`src/logic/twowire_pkg.sv`:
```
// Constants for the two-wire own identity and bus recovery block
package twowire_pkg;
    // Register word indexes (byte address is four times the index)
    localparam logic [2:0] REG_CONTROL_TWO_IDX  = 3'h0;
    localparam logic [2:0] REG_CONTROL_ONE_IDX  = 3'h1;
    localparam logic [2:0] REG_CONTROL_STAT_IDX = 3'h2;
    localparam logic [2:0] REG_OWN_ID_IDX       = 3'h3;
    localparam logic [2:0] REG_STATUS_IDX       = 3'h4;
    localparam logic [2:0] REG_IRQ_STATUS_IDX   = 3'h5;
    localparam logic [2:0] REG_IRQ_MASK_IDX     = 3'h6;

    // control_two_reg
    localparam int BIT_ENABLE     = 0;
    // control_one_reg
    localparam int BIT_START      = 0;
    localparam int BIT_STOP       = 1;
    // control_status_reg
    localparam int BIT_BUSY       = 0;
    localparam int BIT_BB         = 1;
    localparam int BIT_MATCH      = 2;
    localparam int BIT_DATA_LINE_SAMPLE       = 4;
    localparam int BIT_CLOCK_LINE_PULSE      = 5;
    // own_bus_identity
    localparam int BIT_SLAVE_ID_CHECK_ENABLE       = 7;
    // status_reg
    localparam int BIT_MASTER     = 0;
    localparam int BIT_BUS_QUIET  = 1;
    // Interrupt status and mask
    localparam int IRQ_MATCH      = 0;
    localparam int IRQ_START_SENT = 1;
    localparam int IRQ_STOP_SEEN  = 2;
    localparam int IRQ_PULSE_DONE = 3;
    localparam int IRQ_WIDTH      = 4;

    localparam logic [3:0] IRQ_RESET  = 4'h0;
    localparam logic [1:0] CTL1_RESET = 2'h0;

    // Timing
    localparam int CLK_PERIOD_NS  = 50;
    localparam int SCL_HALF_NS    = 5000;
    localparam int BUS_IDLE_NS    = 50000;
    localparam int SCL_HALF_CYC   = (SCL_HALF_NS + CLK_PERIOD_NS - 1) / CLK_PERIOD_NS;
    localparam int BUS_IDLE_CYC   = (BUS_IDLE_NS + CLK_PERIOD_NS - 1) / CLK_PERIOD_NS;
    localparam int CNT_WIDTH      = 11;
    localparam int ADDR_BITS      = 8;

    typedef enum logic [2:0] {
        LINE_IDLE       = 3'b000,
        LINE_START_HOLD = 3'b001,
        LINE_MASTER     = 3'b010,
        LINE_STOP_SETUP = 3'b011,
        LINE_PULSE_LOW  = 3'b100,
        LINE_PULSE_HIGH = 3'b101
    } line_state_type;
endpackage : twowire_pkg

```
`src/logic/twowire_own_id_and_recovery.sv`:
```
// Own identity match, bus occupancy and line recovery of the two-wire unit
//
// Design decisions made here: the address map and the Avalon-MM slave port.
`timescale 1ns/10ps
module twowire_own_id_and_recovery
    import twowire_pkg::*;
(
    input  wire logic        core_clk_i,
    input  wire logic        reset_n_i,
    input  wire logic [2:0]  address_i,
    input  wire logic        read_i,
    input  wire logic        write_i,
    input  wire logic [31:0] writedata_i,
    output logic      [31:0] readdata_o,
    output logic             waitrequest_o,
    input  wire logic        sda_i,
    output logic             sda_o,
    output logic             sda_oe_o,
    input  wire logic        scl_i,
    output logic             scl_o,
    output logic             scl_oe_o,
    output logic             irq_o
);
    logic                 rst_meta_ff;
    logic                 rst_n_ff;
    logic                 sda_sync;
    logic                 scl_sync;
    logic                 sda_prev_ff;
    logic                 scl_prev_ff;
    logic                 waitrequest_ff;
    logic [31:0]          readdata_ff;
    logic                 enable_ff;
    logic [1:0]           ctl1_ff;
    logic                 clock_line_pulse_ff;
    logic                 bb_ff;
    logic                 match_ff;
    logic                 busy_ff;
    logic                 master_ff;
    logic [7:0]           own_id_ff;
    logic [IRQ_WIDTH-1:0] irq_status_ff;
    logic [IRQ_WIDTH-1:0] irq_mask_ff;
    logic                 irq_ff;
    logic                 sda_oe_ff;
    logic                 scl_oe_ff;
    line_state_type       line_state_ff;
    logic [CNT_WIDTH-1:0] line_cnt_ff;
    logic [CNT_WIDTH-1:0] idle_cnt_ff;
    logic                 bus_quiet_ff;
    logic                 addr_phase_ff;
    logic [3:0]           bit_cnt_ff;
    logic [7:0]           shift_ff;

    logic                 wr_acc;
    logic                 rd_acc;
    logic                 start_cond;
    logic                 stop_cond;
    logic                 scl_rise;
    logic                 half_done;
    logic                 addr_done;
    logic                 id_hit;
    logic [7:0]           addr_byte;
    logic [IRQ_WIDTH-1:0] irq_events;

    // Reset release through two flops
    always_ff @(posedge core_clk_i or negedge reset_n_i) begin
        if (!reset_n_i) begin
            rst_meta_ff <= 1'b0;
            rst_n_ff    <= 1'b0;
        end else begin
            rst_meta_ff <= 1'b1;
            rst_n_ff    <= rst_meta_ff;
        end
    end

    level_sync u_sda_sync (
        .core_clk_i (core_clk_i),
        .rst_n_i    (rst_n_ff),
        .async_i    (sda_i),
        .sync_o     (sda_sync)
    );

    level_sync u_scl_sync (
        .core_clk_i (core_clk_i),
        .rst_n_i    (rst_n_ff),
        .async_i    (scl_i),
        .sync_o     (scl_sync)
    );

    always_ff @(posedge core_clk_i or negedge rst_n_ff) begin
        if (!rst_n_ff) begin
            sda_prev_ff <= 1'b1;
            scl_prev_ff <= 1'b1;
        end else begin
            sda_prev_ff <= sda_sync;
            scl_prev_ff <= scl_sync;
        end
    end

    assign start_cond = enable_ff && scl_sync && scl_prev_ff && sda_prev_ff && !sda_sync;
    assign stop_cond  = enable_ff && scl_sync && scl_prev_ff && !sda_prev_ff && sda_sync;
    assign scl_rise   = scl_sync && !scl_prev_ff;
    assign half_done  = (line_cnt_ff == CNT_WIDTH'(SCL_HALF_CYC - 1));

    // Avalon-MM slave: one wait cycle, then accept
    assign wr_acc = write_i && !waitrequest_ff;
    assign rd_acc = read_i && !waitrequest_ff;

    always_ff @(posedge core_clk_i or negedge rst_n_ff) begin
        if (!rst_n_ff) begin
            waitrequest_ff <= 1'b1;
        end else begin
            waitrequest_ff <= !(waitrequest_ff && (read_i || write_i));
        end
    end

    always_ff @(posedge core_clk_i or negedge rst_n_ff) begin
        if (!rst_n_ff) begin
            readdata_ff <= 32'h0000_0000;
        end else if (read_i && waitrequest_ff) begin
            readdata_ff <= 32'h0000_0000;
            unique case (address_i)
                REG_CONTROL_TWO_IDX: readdata_ff[BIT_ENABLE] <= enable_ff;
                REG_CONTROL_ONE_IDX: readdata_ff[1:0] <= ctl1_ff;
                REG_CONTROL_STAT_IDX: begin
                    readdata_ff[BIT_BUSY]  <= busy_ff;
                    readdata_ff[BIT_BB]    <= bb_ff;
                    readdata_ff[BIT_MATCH] <= match_ff;
                    readdata_ff[BIT_DATA_LINE_SAMPLE]  <= sda_sync;
                    readdata_ff[BIT_CLOCK_LINE_PULSE] <= clock_line_pulse_ff;
                end
                REG_OWN_ID_IDX: readdata_ff[7:0] <= own_id_ff;
                REG_STATUS_IDX: begin
                    readdata_ff[BIT_MASTER]    <= master_ff;
                    readdata_ff[BIT_BUS_QUIET] <= bus_quiet_ff;
                end
                REG_IRQ_STATUS_IDX: readdata_ff[IRQ_WIDTH-1:0] <= irq_status_ff;
                REG_IRQ_MASK_IDX: readdata_ff[IRQ_WIDTH-1:0] <= irq_mask_ff;
                default: readdata_ff <= 32'h0000_0000;
            endcase
        end
    end

    // Enable and identity registers
    always_ff @(posedge core_clk_i or negedge rst_n_ff) begin
        if (!rst_n_ff) begin
            enable_ff <= 1'b0;
        end else if (wr_acc && address_i == REG_CONTROL_TWO_IDX) begin
            enable_ff <= writedata_i[BIT_ENABLE];
        end
    end

    // Identity keeps no reset value
    always_ff @(posedge core_clk_i) begin
        if (wr_acc && address_i == REG_OWN_ID_IDX) begin
            own_id_ff <= writedata_i[7:0];
        end
    end

    always_ff @(posedge core_clk_i or negedge rst_n_ff) begin
        if (!rst_n_ff) begin
            irq_mask_ff <= IRQ_RESET;
        end else if (wr_acc && address_i == REG_IRQ_MASK_IDX) begin
            irq_mask_ff <= writedata_i[IRQ_WIDTH-1:0];
        end
    end

    // Start and stop requests, cleared when carried out or disabled
    always_ff @(posedge core_clk_i or negedge rst_n_ff) begin
        if (!rst_n_ff) begin
            ctl1_ff <= CTL1_RESET;
        end else if (!enable_ff) begin
            ctl1_ff <= CTL1_RESET;
        end else begin
            if (wr_acc && address_i == REG_CONTROL_ONE_IDX) begin
                ctl1_ff <= writedata_i[1:0];
            end
            if (line_state_ff == LINE_START_HOLD && half_done) begin
                ctl1_ff[BIT_START] <= 1'b0;
            end
            if (line_state_ff == LINE_STOP_SETUP && half_done) begin
                ctl1_ff[BIT_STOP] <= 1'b0;
            end
        end
    end

    // Bus occupied flag: set wins over software clear
    always_ff @(posedge core_clk_i or negedge rst_n_ff) begin
        if (!rst_n_ff) begin
            bb_ff <= 1'b0;
        end else if (!enable_ff) begin
            bb_ff <= 1'b0;
        end else if (start_cond || !sda_sync || !scl_sync) begin
            bb_ff <= 1'b1;
        end else if (stop_cond) begin
            bb_ff <= 1'b0;
        end else if (wr_acc && address_i == REG_CONTROL_STAT_IDX && writedata_i[BIT_BB]) begin
            bb_ff <= 1'b0;
        end
    end

    // Counts cycles with both lines high while flag stays set
    always_ff @(posedge core_clk_i or negedge rst_n_ff) begin
        if (!rst_n_ff) begin
            idle_cnt_ff  <= '0;
            bus_quiet_ff <= 1'b0;
        end else if (!bb_ff || !sda_sync || !scl_sync) begin
            idle_cnt_ff  <= '0;
            bus_quiet_ff <= 1'b0;
        end else if (idle_cnt_ff == CNT_WIDTH'(BUS_IDLE_CYC - 1)) begin
            bus_quiet_ff <= 1'b1;
        end else begin
            idle_cnt_ff <= idle_cnt_ff + 1'b1;
        end
    end

    // Address phase receiver
    assign addr_byte = {shift_ff[6:0], sda_sync};
    assign addr_done = addr_phase_ff && scl_rise && (bit_cnt_ff == 4'(ADDR_BITS - 1));
    // First bit lands in bit 7, direction bit dropped
    assign id_hit    = own_id_ff[BIT_SLAVE_ID_CHECK_ENABLE] && (addr_byte[7:1] == own_id_ff[6:0]);

    always_ff @(posedge core_clk_i or negedge rst_n_ff) begin
        if (!rst_n_ff) begin
            addr_phase_ff <= 1'b0;
            bit_cnt_ff    <= 4'h0;
            shift_ff      <= 8'h00;
        end else if (!enable_ff || stop_cond || master_ff) begin
            addr_phase_ff <= 1'b0;
            bit_cnt_ff    <= 4'h0;
        end else if (start_cond) begin
            addr_phase_ff <= 1'b1;
            bit_cnt_ff    <= 4'h0;
        end else if (addr_phase_ff && scl_rise) begin
            shift_ff   <= addr_byte;
            bit_cnt_ff <= bit_cnt_ff + 4'h1;
            if (addr_done) begin
                addr_phase_ff <= 1'b0;
            end
        end
    end

    always_ff @(posedge core_clk_i or negedge rst_n_ff) begin
        if (!rst_n_ff) begin
            match_ff <= 1'b0;
        end else if (!enable_ff || start_cond || stop_cond) begin
            match_ff <= 1'b0;
        end else if (addr_done && id_hit) begin
            match_ff <= 1'b1;
        end
    end

    always_ff @(posedge core_clk_i or negedge rst_n_ff) begin
        if (!rst_n_ff) begin
            busy_ff <= 1'b0;
        end else begin
            busy_ff <= enable_ff && (match_ff || master_ff || addr_phase_ff || start_cond
                       || line_state_ff == LINE_START_HOLD);
        end
    end

    // Line sequencer: start, master hold, stop, recovery pulse
    always_ff @(posedge core_clk_i or negedge rst_n_ff) begin
        if (!rst_n_ff) begin
            line_state_ff <= LINE_IDLE;
            line_cnt_ff   <= '0;
            master_ff     <= 1'b0;
            sda_oe_ff     <= 1'b0;
            scl_oe_ff     <= 1'b0;
        end else if (!enable_ff) begin
            line_state_ff <= LINE_IDLE;
            line_cnt_ff   <= '0;
            master_ff     <= 1'b0;
            sda_oe_ff     <= 1'b0;
            scl_oe_ff     <= 1'b0;
        end else begin
            line_cnt_ff <= half_done ? '0 : line_cnt_ff + 1'b1;
            unique case (line_state_ff)
                LINE_IDLE: begin
                    line_cnt_ff <= '0;
                    if (clock_line_pulse_ff) begin
                        line_state_ff <= LINE_PULSE_LOW;
                        scl_oe_ff     <= 1'b1;
                    end else if (ctl1_ff[BIT_START] && !bb_ff) begin
                        line_state_ff <= LINE_START_HOLD;
                        sda_oe_ff     <= 1'b1;
                    end
                end
                LINE_START_HOLD: if (half_done) begin
                    line_state_ff <= LINE_MASTER;
                    master_ff     <= 1'b1;
                    scl_oe_ff     <= 1'b1;
                end
                LINE_MASTER: begin
                    line_cnt_ff <= '0;
                    if (ctl1_ff[BIT_STOP]) begin
                        line_state_ff <= LINE_STOP_SETUP;
                        sda_oe_ff     <= 1'b1;
                        scl_oe_ff     <= 1'b0;
                    end
                end
                LINE_STOP_SETUP: if (half_done) begin
                    line_state_ff <= LINE_IDLE;
                    sda_oe_ff     <= 1'b0;
                    master_ff     <= 1'b0;
                end
                LINE_PULSE_LOW: if (half_done) begin
                    line_state_ff <= LINE_PULSE_HIGH;
                    scl_oe_ff     <= 1'b0;
                end
                LINE_PULSE_HIGH: if (half_done) begin
                    line_state_ff <= LINE_IDLE;
                end
                default: begin
                    line_state_ff <= LINE_IDLE;
                    sda_oe_ff     <= 1'b0;
                    scl_oe_ff     <= 1'b0;
                end
            endcase
        end
    end

    // Clock pulse request, refused while data line high or as master
    always_ff @(posedge core_clk_i or negedge rst_n_ff) begin
        if (!rst_n_ff) begin
            clock_line_pulse_ff <= 1'b0;
        end else if (!enable_ff) begin
            clock_line_pulse_ff <= 1'b0;
        end else if (line_state_ff == LINE_PULSE_HIGH && half_done) begin
            clock_line_pulse_ff <= 1'b0;
        end else if (wr_acc && address_i == REG_CONTROL_STAT_IDX && writedata_i[BIT_CLOCK_LINE_PULSE]
                     && !sda_sync && !master_ff && line_state_ff == LINE_IDLE) begin
            clock_line_pulse_ff <= 1'b1;
        end
    end

    // Sticky event bits, write one to clear, set wins
    assign irq_events[IRQ_MATCH]      = addr_done && id_hit && enable_ff;
    assign irq_events[IRQ_START_SENT] = line_state_ff == LINE_START_HOLD && half_done;
    assign irq_events[IRQ_STOP_SEEN]  = stop_cond;
    assign irq_events[IRQ_PULSE_DONE] = line_state_ff == LINE_PULSE_HIGH && half_done;

    always_ff @(posedge core_clk_i or negedge rst_n_ff) begin
        if (!rst_n_ff) begin
            irq_status_ff <= IRQ_RESET;
        end else if (wr_acc && address_i == REG_IRQ_STATUS_IDX) begin
            irq_status_ff <= (irq_status_ff & ~writedata_i[IRQ_WIDTH-1:0]) | irq_events;
        end else begin
            irq_status_ff <= irq_status_ff | irq_events;
        end
    end

    always_ff @(posedge core_clk_i or negedge rst_n_ff) begin
        if (!rst_n_ff) begin
            irq_ff <= 1'b0;
        end else begin
            irq_ff <= |(irq_status_ff & irq_mask_ff);
        end
    end

    assign readdata_o    = readdata_ff;
    assign waitrequest_o = waitrequest_ff;
    assign irq_o         = irq_ff;
    assign sda_oe_o      = sda_oe_ff;
    assign scl_oe_o      = scl_oe_ff;
    assign sda_o         = 1'b0;
    assign scl_o         = 1'b0;
endmodule : twowire_own_id_and_recovery

```
`src/logic/level_sync.sv`:
```
// Two-flop synchroniser for a level from outside the clock domain
`timescale 1ns/10ps
module level_sync (
    input  wire logic core_clk_i,
    input  wire logic rst_n_i,
    input  wire logic async_i,
    output logic      sync_o
);
    logic meta_ff;
    logic hold_ff;

    always_ff @(posedge core_clk_i or negedge rst_n_i) begin
        if (!rst_n_i) begin
            meta_ff <= 1'b1;
            hold_ff <= 1'b1;
        end else begin
            meta_ff <= async_i;
            hold_ff <= meta_ff;
        end
    end

    assign sync_o = hold_ff;
endmodule : level_sync

```
`config.mk`:
```
export PLATFORM = sky130hd
export DESIGN_NAME = twowire_own_id_and_recovery
export DESIGN_NICKNAME = d
export VERILOG_FILES = /design/src/logic/twowire_pkg.sv /design/src/logic/twowire_own_id_and_recovery.sv /design/src/logic/level_sync.sv
export SDC_FILE = /design/constraint.sdc
export NUM_CORES = 1
export LEC_CHECK = 0
export BUFFER_PORTS_ARGS = -buffer_cell sky130_fd_sc_hd__buf_4
export CAP_MARGIN = 20
export CORE_ASPECT_RATIO = 0.7
export CORE_MARGIN = 2
export CORE_UTILIZATION = 30
export DETAILED_ROUTE_END_ITERATION = 12
export GPL_TIMING_DRIVEN = 1
export HOLD_SLACK_MARGIN = 0.06
export SYNTH_ARGS = -nofsm -noshare
export SYNTH_HDL_FRONTEND = slang
export SYNTH_SLANG_ARGS = --single-unit
```
`constraint.sdc`:
```
create_clock -name core_clk_i -period 4.3 [get_ports core_clk_i]
set_input_delay 0.215 -clock core_clk_i [delete_from_list [all_inputs] [get_ports core_clk_i]]
set_output_delay 0.215 -clock core_clk_i [all_outputs]
set_load 0.02 [all_outputs]
```
Word level (Yosys, flattened, before mapping):

Cells that the tools add are included.

* multiplexer cells: 55
* eq/ne operators: 32
* add/sub/neg operators: 3
* reductions and logical operators: 69
* bitwise gates (word level): 7

Operators with widths (number)
* $mux 11: 5
* $logic_and 1x1->1: 31
* $mux 1: 27
* $add 11x1->11 const B: 2
* $mux 3: 7
* $ne 3x3->1 const B: 7
* $mux 4: 4
* $eq 3x3->1 const B: 5
* $pmux 3 s5: 1
* $reduce_and 5->1: 3
* $logic_or 1x1->1: 13
* $eq 3x2->1 const B: 4
* $ne 3x1->1 const B: 4
* $eq 11x10->1 const B: 1
* $eq 11x7->1 const B: 1
* $logic_not 1->1: 9
* $and 4x4->4: 2
* $or 4x4->4: 2
* $pmux 1 s4: 2
* $eq 7x7->1: 1
* $pmux 1 s7: 1
* $eq 3x1->1 const B: 2
* $logic_not 3->1: 2
* $mux 2: 3
* other kinds (20): 27

* word-level logic and storage cells: 197
* bits in registers: 82
* bits of input ports: 41

Logic depth before layout (Yosys ltp):

* depth after elaboration: 10
* mapped depth: 6

Modules after synthesis:

From an unflattened synthesis, not the netlist that was laid out.

* cell total of the unflattened synthesis: 380
* area, all modules: 4068.9 µm²

By module, submodules not included
* twowire_own_id_and_recovery: cells each 376, area each 3963.8 µm², seq. area each 1995.7 µm², instances 1
* level_sync: cells each 2, area each 52.6 µm², seq. area each 52.6 µm², instances 2

Least setup slack after synthesis:

No wires, ideal clock.

* path kind: register to register
* start: register line_cnt_ff[0]
* end: register scl_oe_ff, in the netlist scl_oe_o
* cell stages (with the launch flop): 6
* library setup time: 0.124 ns
* data arrival time: 1.449 ns
* path slack: 2.728 ns
* path through: dfrtp_1 -> ha_1 -> nor4b_2 -> nand3_2 -> and4_4 -> o31a_1

* cells in the longest elaborated chain, start to end: 3
* elaborated cells on any way between the ends: 4

RTL lines
* start, declared: line twowire_own_id_and_recovery.sv:46 `logic [CNT_WIDTH-1:0] line_cnt_ff;`
* start signal, assigned: line twowire_own_id_and_recovery.sv:276 `line_cnt_ff <= half_done ? '0 : line_cnt_ff + 1'b1;`
* $eq 11x7->1 *: line twowire_own_id_and_recovery.sv:102 `assign half_done = (line_cnt_ff == CNT_WIDTH'(SCL_HALF_CYC - 1));`
* $ne 3x3->1 (no source line)
* $reduce_and 5->1 (no source line) *
* end signal, assigned: line twowire_own_id_and_recovery.sv:268 `scl_oe_ff <= 1'b0;`
* end signal, assigned: line twowire_own_id_and_recovery.sv:274 `scl_oe_ff <= 1'b0;`
* end signal, assigned: line twowire_own_id_and_recovery.sv:282 `scl_oe_ff <= 1'b1;`
* end, declared: line twowire_own_id_and_recovery.sv:44 `logic scl_oe_ff;`

Every way passes the cells marked *; elsewhere a longest branch is shown, timed or not.
A chain may end at the register's enable or synchronous reset.

Worst setup path after layout:

* start: register enable_ff
* end: register shift_ff[1]

* cells in the longest elaborated chain, start to end: 8
* elaborated cells on any way between the ends: 12

RTL lines
* start, declared: line twowire_own_id_and_recovery.sv:32 `logic enable_ff;`
* start signal, assigned: line twowire_own_id_and_recovery.sv:148 `enable_ff <= writedata_i[BIT_ENABLE];`
* $logic_and 1x1->1 (2 in series): line twowire_own_id_and_recovery.sv:99, twowire_own_id_and_recovery.sv:100
* $logic_and 1x1->1 (2 in series): line twowire_own_id_and_recovery.sv:100 `assign stop_cond = enable_ff && scl_sync && scl_prev_ff && !sda_prev_ff && sda_sync;`
* $logic_or 1x1->1 (2 in series): line twowire_own_id_and_recovery.sv:227 `end else if (!enable_ff || stop_cond || master_ff) begin`
* $not 1->1 (no source line)
* $reduce_and 3->1 (no source line) *
* end signal, assigned: line twowire_own_id_and_recovery.sv:234 `shift_ff <= addr_byte;`
* end, declared: line twowire_own_id_and_recovery.sv:51 `logic [7:0] shift_ff;`

Marks and branches as above.

==> summary.txt <==
Port Buf Inserts = 28
Die W = 144 um
met1 GRT Util = 18.6%
Post-Syn Instances = 376
Post-Syn Area = 0.00413 mm2
crit path kind = flop to flop
Iter 0 DRT Violations = 175
Max-Cap Viols = 0
CTS buffer count = 9
drt first pass iters = 7
share of cells above drive strength 1 = 19.0%
Lkg Pwr = 2.01 nW
CTS sink cnt = 82
final hold viol count = 0
Yosys warnings = 0
Critical Path Slowest Stage Cell = dfrtp_1
Power Internal = 1.44 mW
vias after detailed routing = 2792
post-synth cell types = 63
Slew HR = 39.9%
GRT overflow = 0
RSZ-0062 raised after global routing = no
number of cells on the worst reg-to-reg path = 3
Longest Clk Path Bufs = 2
Die ar. = 0.0147 mm2
root buf cell = clkbuf_16
worst clock skew = 4.81 ps
final worst-path cycle share = 41.8%
non-filler cells, final = 600
Synth top area share = 40.6%
register area = 0.00210 mm2
worst-path cell chain = nand2b_1 > nor2_2 > mux2_2
initial core utilization = 31.0%
Setup violations, final = 0
Reg-to-Reg Start = enable_ff
clk slew on worst S/H paths = 60 ps
CP endpoint kind = flop
PD cells = 403 mW/mm2
fraction of registers with async set/reset = 90.2%
largest fanout on the critical path = 21
worst-skew pair later-pin latency = 330 ps
H-Tree Depth = 3
Worst Hold Depth = 1
I/O pin total = 79
Slew Limit Fails = 0
CTS tree = done
post-DP HPWL = 6120 um
largest net degree at the start of global routing = 43
nets = 454
met2 Use GR = 16.3%
Post-synth top flop = dfrtp_1
met3 GRT Util = 3.66%
fillcell total = 1313
FP Rows = 35
DR DRC count = 0
grt peak-use layer = met1
Combinational Power Share = 12.0%
ANT cells = 0
Area growth syn-to-layout = 16.4%
R2R Setup Slk = 2500 ps
Max VDD drop = 0.190 mV
routed len/inst = 13.8 um
Worst Setup EP = shift_ff[1]
crit start category = flop
worst endpoint required time = 4520 ps
reg2reg end = shift_ff[1]
Total Routing Usage GR = 12.1%
Sw Share = 25.4%
count leader, synth = dfrtp_1
Inst Count DP = 576
flops & latches, synth = 82
Reg power frac = 46.4%
Die H = 102 um
Seq/Total Area, Yosys = 50.9%
post-route setup TNS = 0 ps
area occupied by multi-input gates = 0.00182 mm2
Final Wtd Congestion = 0.830
Hold Crit Class = primary input to flop
Final ANT Viol Nets = 0
post-synth top area cell = dfrtp_1
initial antenna violation count = 0
crit path DAT = 2010 ps
synth cell count leaders = 67 x dfrtp_1, 32 x nor2_1, 31 x nand2_1, 28 x buf_4, 18 x xnor2_1
first-pass GRT wire length = 13600 um
Worst Max-Slew Pin Slew = 901 ps
Post-synth EDFFs = 8
vias in the first global route = 2605
Peak Freq = 556 MHz
NetSw = 0.492 mW
Synth Area per Inst = 11.0 um2
min cycle time layout = 1800 ps
CP startpoint = enable_ff
Clock Power Share = 41.6%
Vias/cell = 4.65
WL final = 8270 um
CP max stage delay = 740 ps
status = complete, no violations
area of the core = 0.0133 mm2
largest cells by area after synthesis = dfrtp_1 41%, edfxtp_1 5.8%, buf_4 5.1%
[repair_timing]
action	CTS	global route
buffers inserted	0	0
gates resized for setup	0	0
setup endpoints to repair	0	0
hold buffers	8	0
hold endpoints to repair	8	0
[flip-flops by register name, summed over array words and instances (netlist names), 2 cells and up]
register,count
idle_cnt_ff,11
line_cnt_ff,11
own_id_ff,8
readdata_o,8
shift_ff,7
bit_cnt_ff,4
irq_mask_ff,4
irq_status_ff,4
line_state_ff,3
ctl1_ff,2
[critical path, delay by kind of cell, from the launching register on]
kind          cells  cell delay (ps)
mux               1              390
simple gates      2              550
flops             1              740
[logic make-up after synthesis]
family / Yosys count / share of synthesized area, %
buffers and inverters: 50 / 7.31
multiplexers: 25 / 7.09
other: 2 / 0.182
XOR/XNOR: 28 / 5.94
AO/OA/AOI/OAI: 55 / 10.1
AND/OR/NAND/NOR: 131 / 17.6
flip-flops: 82 / 50.9
adder cells (fa/ha/maj): 3 / 0.909
[stage by stage]
step	util (%)	worst slack [ps]	power, mW	hold slack (ps)	area (um2)
floorplan	-	2100	1.08	-80.6	4220
finish	36.1	2500	1.94	77.0	4800
global route	36.1	2270	2.03	68.3	4800
global placement	33.1	2510	1.13	-2.71	4410
detailed placement	33.1	2510	1.14	-2.24	4410
CTS	36.1	2500	1.96	70.1	4800
[metal layers]
metal	wire length (um)	share of wire [%]
met5	0	0
met4	82	0.99
met3	305	3.7
met2	3440	42
met1	4440	54
[worst min-delay path by stage]
stage                         startpoint      endpoint  slack, ps
after floorplan                reset_n_i   rst_meta_ff        -80
after global placement         reset_n_i   rst_meta_ff         -3
after detailed placement       reset_n_i   rst_meta_ff         -2
after CTS                 writedata_i[5]  own_id_ff[5]         70
after global routing      writedata_i[5]  own_id_ff[5]         70
final                     writedata_i[5]  own_id_ff[5]         80
[cells in the final DEF (no fill, tap or decap), types with 3 or more instances in the layout]
cell / synthesis / final
a211oi_1: 3 / 3
a21o_1: 3 / 3
a21oi_1: 5 / 5
a22o_1: 4 / 4
a22oi_1: 4 / 4
and2_1: 3 / 3
and3_1: 3 / 3
buf_4: 28 / 29
clkbuf_16: 0 / 9
conb_1: 2 / 27
dfrtp_1: 67 / 66
dfstp_2: 7 / 7
dlygate4sd3_1: 0 / 8
edfxtp_1: 8 / 8
ha_1: 3 / 3
inv_1: 11 / 11
mux2_2: 14 / 14
mux2i_1: 9 / 9
nand2_1: 31 / 31
nand2b_1: 6 / 6
nand3_1: 12 / 12
nand4_1: 8 / 8
nor2_1: 32 / 32
nor2b_1: 5 / 5
nor3_1: 10 / 10
nor3b_1: 4 / 4
o21ai_0: 13 / 13
xnor2_1: 18 / 18
xor2_1: 10 / 10
[power by group through the flow]
stage	registers [mW]	clock network [mW]	logic, mW
2_1_floorplan	0.901	0	0.179
3_3_place_gp	0.910	0	0.221
3_5_place_dp	0.913	0	0.227
4_1_cts	0.899	0.824	0.234
5_1_grt	0.909	0.861	0.257
6_report	0.898	0.805	0.233
[layout make-up]
cell class	instances	share of cell area [%]
well taps	185	4.82
clock inverters	5	1.64
clock buffers	11	4.85
flip-flops and latches	82	43.8
repair buffers	37	6.20
inverters	11	0.860
multi-input cells	269	37.9
Power figures use the tool's default switching activity.
